## config.mk

```make
export PLATFORM = sky130hd
export DESIGN_NAME = usc_ctrl
export DESIGN_NICKNAME = d
export VERILOG_FILES = /design/src/usc_pkg.sv /design/src/usc_ctrl.sv
export VERILOG_INCLUDE_DIRS = /design/src
export SDC_FILE = /design/constraint.sdc
export NUM_CORES = 1
export LEC_CHECK = 0
export BUFFER_PORTS_ARGS = -buffer_cell sky130_fd_sc_hd__buf_4
export CORE_MARGIN = 1.5
export CORE_UTILIZATION = 48
export CTS_CLUSTER_DIAMETER = 150
export CTS_CLUSTER_SIZE = 30
export DETAILED_ROUTE_END_ITERATION = 12
export PLACE_DENSITY = 0.8
export SLEW_MARGIN = 20
export SYNTH_ARGS = -nofsm -noshare
export SYNTH_HDL_FRONTEND = slang
export SYNTH_SLANG_ARGS = --single-unit
```

## constraint.sdc

```tcl
create_clock -name clk -period 2.4 [get_ports clk]
set_input_delay 0.6 -clock clk [delete_from_list [all_inputs] [get_ports clk]]
set_output_delay 0.6 -clock clk [all_outputs]
set_load 0.005 [all_outputs]
```

## src/usc_defs.svh

```systemverilog
// Purpose: Offsets, field positions and reset values of the USB control block
// Assumes: 8-bit register port
// Notes: Definitions only
`ifndef USC_DEFS_SVH
`define USC_DEFS_SVH
`define USC_OFF_CLKSEL   8'h22
`define USC_OFF_ADDR     8'h23
`define USC_OFF_HALT     8'h24
`define USC_OFF_STATUS   8'h25
`define USC_OFF_REQ      8'h21
`define USC_BIT_CLKEN    3
`define USC_BIT_DEEP_SUSPEND_POWER_CUT    4
`define USC_BIT_PLLSEL   5
`define USC_BIT_XTAL6    6
`define USC_BIT_AUTO_ADDRESS_UPDATE     0
`define USC_BIT_ERR      1
`define USC_BIT_OUT      2
`define USC_BIT_IN       3
`define USC_BIT_NAK      4
`define USC_BIT_CRC      5
`define USC_BIT_TOKN     6
`define USC_BIT_NMASK    7
`define USC_RST_BYTE     8'h00
`define USC_RST_ADDR     7'h00
`define USC_EP_LAST      3'h5
`define USC_EP_MASK      8'h3f
`endif

```

## src/usc_pkg.sv

```systemverilog
// Purpose: Types of the USB control block
// Assumes: Used with usc_defs.svh
// Notes: Holds the state record type
package usc_pkg;
	typedef struct packed {
		logic [7:0] clksel;
		logic [7:0] addr;
		logic [6:0] live_addr;
		logic       addr_pend;
		logic [5:0] halt;
		logic [7:0] status;
		logic [5:0] req;
		logic [7:0] rdata;
		logic       irq;
		logic [5:0] ep_sel;
		logic       stall_hs;
	} usc_state_type;
endpackage : usc_pkg

```

## src/usc_ctrl.sv

```systemverilog
// Purpose: Clock, address, halt and token status logic of a USB engine
// Assumes: Engine events are one-cycle pulses synchronous to clk
// Notes: Firmware clears lose to same-cycle hardware sets
`timescale 1ns/100ps
`default_nettype none
`include "usc_defs.svh"

module usc_ctrl
	import usc_pkg::*;
(
	input  wire logic       clk,          // System clock 25 MHz
	input  wire logic       nrst,         // Sync reset, active low
	input  wire logic [7:0] addr,         // Register address
	input  wire logic [7:0] wdata,        // Write data
	input  wire logic       wr,           // Write strobe
	input  wire logic       rd,           // Read strobe
	output logic      [7:0] rdata,        // Read data, cycle after rd
	input  wire logic       usb_reset,    // Bus reset pulse
	input  wire logic       setup_tok,    // Valid setup token pulse
	input  wire logic       in_tok,       // Current token is IN, level
	input  wire logic       tok_active,   // Token packet in progress
	input  wire logic       out_data,     // OUT with data received pulse
	input  wire logic       ep0_err,      // Endpoint 0 FIFO error pulse
	input  wire logic       pkt_err,      // CRC/PID/token error pulse
	input  wire logic       nak_sent,     // NAK handshake sent pulse
	input  wire logic       in_acked,     // Host read IN data pulse
	input  wire logic [2:0] tok_ep,       // Endpoint of current token
	input  wire logic       ep_access,    // Endpoint accessed pulse
	output logic      [5:0] endpoint_fifo_select, // One-hot FIFO select, all zero for selector codes 6-7
	output logic            usb_clock_enable,     // USB clock gate
	output logic            deep_suspend_power_cut, // Deep suspend power cut
	output logic            pll_clock_select,     // 1 PLL, 0 oscillator
	output logic            crystal_freq_select,  // 1 for 6 MHz crystal
	output logic            remote_wakeup_enable, // Wake-up enable
	output logic      [6:0] device_address_field, // Address in use
	output logic            stall_handshake,      // Answer STALL
	output logic            usb_irq               // USB interrupt
);
	usc_state_type s_q;
	usc_state_type s_d;
	logic          wr_clk;
	logic          wr_adr;
	logic          wr_hlt;
	logic          wr_sts;
	logic          wr_req;
	logic [7:0]    rd_mux;

	// Write decode
	assign wr_clk = wr && (addr == `USC_OFF_CLKSEL);
	assign wr_adr = wr && (addr == `USC_OFF_ADDR);
	assign wr_hlt = wr && (addr == `USC_OFF_HALT);
	assign wr_sts = wr && (addr == `USC_OFF_STATUS);
	assign wr_req = wr && (addr == `USC_OFF_REQ);

	// Read mux, unmapped reads zero
	always_comb begin
		rd_mux = `USC_RST_BYTE;
		unique case (addr)
			`USC_OFF_CLKSEL: rd_mux = {1'b0, s_q.clksel[6:0]};
			`USC_OFF_ADDR:   rd_mux = s_q.addr;
			`USC_OFF_HALT:   rd_mux = {2'b00, s_q.halt};
			`USC_OFF_STATUS: rd_mux = s_q.status;
			`USC_OFF_REQ:    rd_mux = {2'b00, s_q.req};
			default:         rd_mux = `USC_RST_BYTE;
		endcase
	end

	// Next state
	always_comb begin
		s_d = s_q;
		s_d.rdata = rd ? rd_mux : `USC_RST_BYTE;
		if (wr_clk) begin
			s_d.clksel = {1'b0, wdata[6:0]};
		end
		// Address write, immediate or deferred
		if (wr_adr) begin
			s_d.addr = wdata;
			if (s_q.status[`USC_BIT_AUTO_ADDRESS_UPDATE]) begin
				s_d.addr_pend = 1'b1;
			end else begin
				s_d.live_addr = wdata[7:1];
				s_d.addr_pend = 1'b0;
			end
		end else if (s_q.addr_pend && in_acked) begin
			s_d.live_addr = s_q.addr[7:1];
			s_d.addr_pend = 1'b0;
		end
		// Halt bits
		if (wr_hlt) begin
			s_d.halt = wdata[5:0];
		end
		if (setup_tok) begin
			s_d.halt = 6'h00;
		end
		// Status firmware writes for writable bits
		if (wr_sts) begin
			s_d.status[`USC_BIT_AUTO_ADDRESS_UPDATE]  = wdata[`USC_BIT_AUTO_ADDRESS_UPDATE];
			s_d.status[`USC_BIT_ERR]   = wdata[`USC_BIT_ERR];
			s_d.status[`USC_BIT_OUT]   = wdata[`USC_BIT_OUT];
			s_d.status[`USC_BIT_CRC]   = wdata[`USC_BIT_CRC];
			s_d.status[`USC_BIT_NMASK] = wdata[`USC_BIT_NMASK];
		end
		if (setup_tok) begin
			s_d.status[`USC_BIT_OUT] = 1'b0;
		end
		// Hardware sets win over clears
		if (ep0_err) begin
			s_d.status[`USC_BIT_ERR] = 1'b1;
		end
		if (out_data) begin
			s_d.status[`USC_BIT_OUT] = 1'b1;
		end
		if (pkt_err) begin
			s_d.status[`USC_BIT_CRC] = 1'b1;
		end
		s_d.status[`USC_BIT_IN]   = in_tok;
		s_d.status[`USC_BIT_TOKN] = ~tok_active;
		if (nak_sent) begin
			s_d.status[`USC_BIT_NAK] = 1'b1;
		end else if (tok_active && s_q.status[`USC_BIT_TOKN]) begin
			// Only the first cycle of a new token clears the NAK flag
			s_d.status[`USC_BIT_NAK] = 1'b0;
		end
		// Request flags
		if (wr_req) begin
			s_d.req = s_q.req & wdata[5:0];
		end
		if (ep_access && tok_ep <= `USC_EP_LAST) begin
			s_d.req[tok_ep] = 1'b1;
		end
		// Interrupt: requests or unmasked NAK
		s_d.irq = (|s_d.req) ||
			(nak_sent && !s_q.status[`USC_BIT_NMASK]);
		// Endpoint select decode
		s_d.ep_sel = 6'h00;
		if (s_d.clksel[2:0] <= `USC_EP_LAST) begin
			s_d.ep_sel[s_d.clksel[2:0]] = 1'b1;
		end
		s_d.stall_hs = (tok_ep <= `USC_EP_LAST) &&
			s_d.halt[tok_ep] && tok_active;
		// Bus reset clears the block
		if (usb_reset) begin
			s_d = '0;
			s_d.status[`USC_BIT_TOKN] = 1'b1;
			s_d.ep_sel = 6'h01;
		end
	end

	// State register
	always_ff @(posedge clk) begin
		if (!nrst) begin
			s_q <= '0;
			s_q.status[`USC_BIT_TOKN] <= 1'b1;
			s_q.ep_sel <= 6'h01;
		end else begin
			s_q <= s_d;
		end
	end

	// Outputs straight from flops
	assign rdata                  = s_q.rdata;
	assign endpoint_fifo_select   = s_q.ep_sel;
	assign usb_clock_enable       = s_q.clksel[`USC_BIT_CLKEN];
	assign deep_suspend_power_cut = s_q.clksel[`USC_BIT_DEEP_SUSPEND_POWER_CUT];
	assign pll_clock_select       = s_q.clksel[`USC_BIT_PLLSEL];
	assign crystal_freq_select    = s_q.clksel[`USC_BIT_XTAL6];
	assign remote_wakeup_enable   = s_q.addr[0];
	assign device_address_field   = s_q.live_addr;
	assign stall_handshake        = s_q.stall_hs;
	assign usb_irq                = s_q.irq;
endmodule : usc_ctrl
`default_nettype wire

```

==> results.toml <==
[setup_path]
r2r_slack_ns = 1.06
critical-path-max-stage-delay_ns = 0.60
crit_family = "simple AND/OR/NAND/NOR gates"
path_cells = "buf_4 > or4b_4 > or4_4 > a21o_1 > nor4b_2 > a41oi_1"
cp-end-kind = "flip-flop"
critPathArrivalTime_ns = 2.51
cp.depth = 6
slowest_stage = "or4b_4"
startpoint = "addr[4]"
rr_endpoint = "usb_irq"
crit_path_end = "usb_irq"
start_kind = "input port"
reg2reg_depth = 4
critPathBufInv = 1
critical_path_class = "in -> reg"
r2r_start = "s_q[16]"
worstPathMaxFanout = 9
worstPathRequired_ns = 2.59

[synthesis]
synth_largest_area_cell = "dfxtp_1"
synth_seq_area_share_pct = 43.14
synth_top_flop_cell = "dfxtp_1"
synth.distinct_cells = 51
yosysWarningCount = 0
synth.most_common_cell = "dfxtp_1"
synth_top_area_share_pct = 43.14
synth.avg_cell_area_um2 = 9.156
synthTopCellsByCount = "59 x dfxtp_1, 22 x a21oi_1, 22 x buf_4, 22 x nand2_1, 22 x nor2_1"
async_flop_share_pct = 0
synth_area_leaders = "dfxtp_1 43%, mux2i_1 6.6%, buf_4 6.0%"
synth_fp_nets = 332
synth-seq-cells = 59
syn_area_um2 = 2738
synthCells = 299
synth_edf_count = 0

[floorplan]
core_area_um2 = 5507
num_rows = 27
ios = 61
die_height_um = 78.52
initial_utilization_pct = 49.72
dieArea_um2 = 6165
die_w_um = 78.52

[detailed_routing]
detail-route-antenna-nets = 0
wl_per_cell_um = 16.13
wl_mm = 6.984
drtIter0Drc = 325
first_pass_iters = 5
drc = 0
vias_per_cell = 5.790
vias = 2507

[power]
leakage_uw = 0.001472
power_frac_clock_pct = 45.1
p_int_uw = 1621
powerDensity_nw_per_um2 = 605.5
p_seq_share_pct = 47.4
swShare_pct = 22.54
switchingPower_uw = 471.7
combinationalPowerShare_pct = 7.6
peakVddDrop_mv = 0.2865
total_power_uw = 2092

[global_routing]
grt_max_degree = 18
first_global_vias = 2259
track_usage_pct = 23.58
grt.overflow.total = 0
grt_pass1_wl_mm = 10.78
antenna_found_initial = 0

[sta]
setup_viol = 0
finalCritPeriodShare_pct = 96.76
slew_headroom_pct = 57.79
finalWorstSetupSlack_ns = 0.07783
setup_tns_ns = 0
finalHoldViolCount = 0
rsz0062_at_grt = "no"
slew_violations = 0
period_minus_slack_ns = 2.322
finClkSkew_ns = 0.005687
fmax_mhz = 430.6
worstMarginPinSlew_ns = 0.6331

[flow_run]
cap_viol_max_count = 0

[clocking]
clkLatencyLatePin_ns = 0.34
ctsLongestPathBuffers = 2
cts.sinks = 59
post_cts_resized = 0
hold_buffers = 0
clk_pin_slew_worst_paths_ns = 0.06
cts.htree.levels = 3
cts_root_buffer = "clkbuf_8"
cts_tree = "built"
postCtsSetupRepairBufs = 0
cts_buffers = 9

[final_layout]
drive_gt1_share_pct = 32.41
area.growth.synth_to_final_pct = 26.23
diodes = 0
final_cell_count_no_fill = 433
fin_nets = 390
finalInstanceArea_um2 = 3456

[placement]
dp_cells = 418
dpl.hpwl_mm = 5.161
place_congestion = 1.022
post_dp_cell_area_um2 = 3244
place_ws_ns = -0.2497
port_buffers = 60

[run_status]
status = "complete, no violations"

[hold_path]
holdCritPathClass = "in -> reg"
## cells in the final DEF (no fill, tap or decap), drive strengths merged, types with 2 or more instances in the layout
| cell type | count |
|---|---|
| a22o | 7 |
| nor3 | 14 |
| a21oi | 22 |
| o21a | 4 |
| nand3 | 7 |
| nand3b | 2 |
| a31oi | 2 |
| o21ai | 5 |
| a22oi | 7 |
| o22a | 7 |
| mux2i | 18 |
| buf | 84 |
| nand4 | 7 |
| and2 | 3 |
| inv | 8 |
| nand2b | 2 |
| nor3b | 4 |
| and3 | 2 |
| nand2 | 22 |
| dfxtp | 59 |
| clkbuf | 12 |
| nor2b | 4 |
| nor4b | 3 |
| mux2 | 8 |
| a211oi | 2 |
| o31ai | 2 |
| nor2 | 23 |
## registers in the layout, summed over array words and instances, names as in the netlist
register and count:
usb_clock_enable 1, remote_wakeup_enable 1, rdata 8, s_q 31
crystal_freq_select 1, stall_handshake 1, usb_irq 1, endpoint_fifo_select 6
deep_suspend_power_cut 1, device_address_field 7, pll_clock_select 1
## per-stage QoR
| step | hold slack [ns] | utilization [%] |
|---|---|---|
| 2_1_floorplan | 0.4313 | - |
| 3_5_place_dp | 0.4628 | 58.92 |
| 6_report | 0.4612 | 62.76 |
| 5_1_grt | 0.4575 | 62.76 |
| 3_3_place_gp | 0.4614 | 58.92 |
| 4_1_cts | 0.4528 | 62.76 |
## metal layers
| layer | up-vias | part of all wire [%] | GRT usage [%] |
|---|---|---|---|
| met2 | 148 | 45 | 35.52 |
| met5 | - | 0 | 0 |
| met1 | 1165 | 42 | 30.74 |
| met4 | 0 | 3.6 | 15.18 |
| li1 | 1171 | - | - |
| met3 | 23 | 8.6 | 4.419 |
## power by group through the flow
stage	registers (µW)	clock network, µW	logic (µW)
after global routing	991	1000	170
after floorplan	1010	0	67.3
final	991	943	158
after CTS	991	954	155
after detailed placement	1010	0	154
after global placement	1010	0	153
## logic make-up (layout without fill, tap and decap cells)
family                 Yosys count  in the layout  share of synthesized area, %
muxes                           26             26                         9.872
DFF                             59             59                         43.14
buffers and inverters           45            107                         9.506
AOI/OAI and AO/OA               69             69                         17.50
and+or+nand+nor                100            100                         19.97
## how the worst min path moves through the flow
stage / startpoint / end / slack, ns / depth (start not counted)
6_report: in_tok / s_q[25] / 0.46 / 2
5_1_grt: in_tok / s_q[25] / 0.46 / 2
3_3_place_gp: s_q[46] / rdata[2] / 0.46 / 2
4_1_cts: in_tok / s_q[25] / 0.45 / 2
2_1_floorplan: s_q[45] / rdata[1] / 0.43 / 2
3_5_place_dp: s_q[46] / rdata[2] / 0.46 / 2
## area by class of cell
type                            count  area, µm²
Clock inverter                      3      46.29
Multi-Input combinational cell    195       1300
Sequential cell                    59       1181
Timing Repair Buffer               84      643.1
Inverter                            8      30.03
Clock buffer                       12      165.2
Fill cell                         468       2051
Tap cell                           72      90.09
No activity file was read; power rests on OpenSTA's default activity.
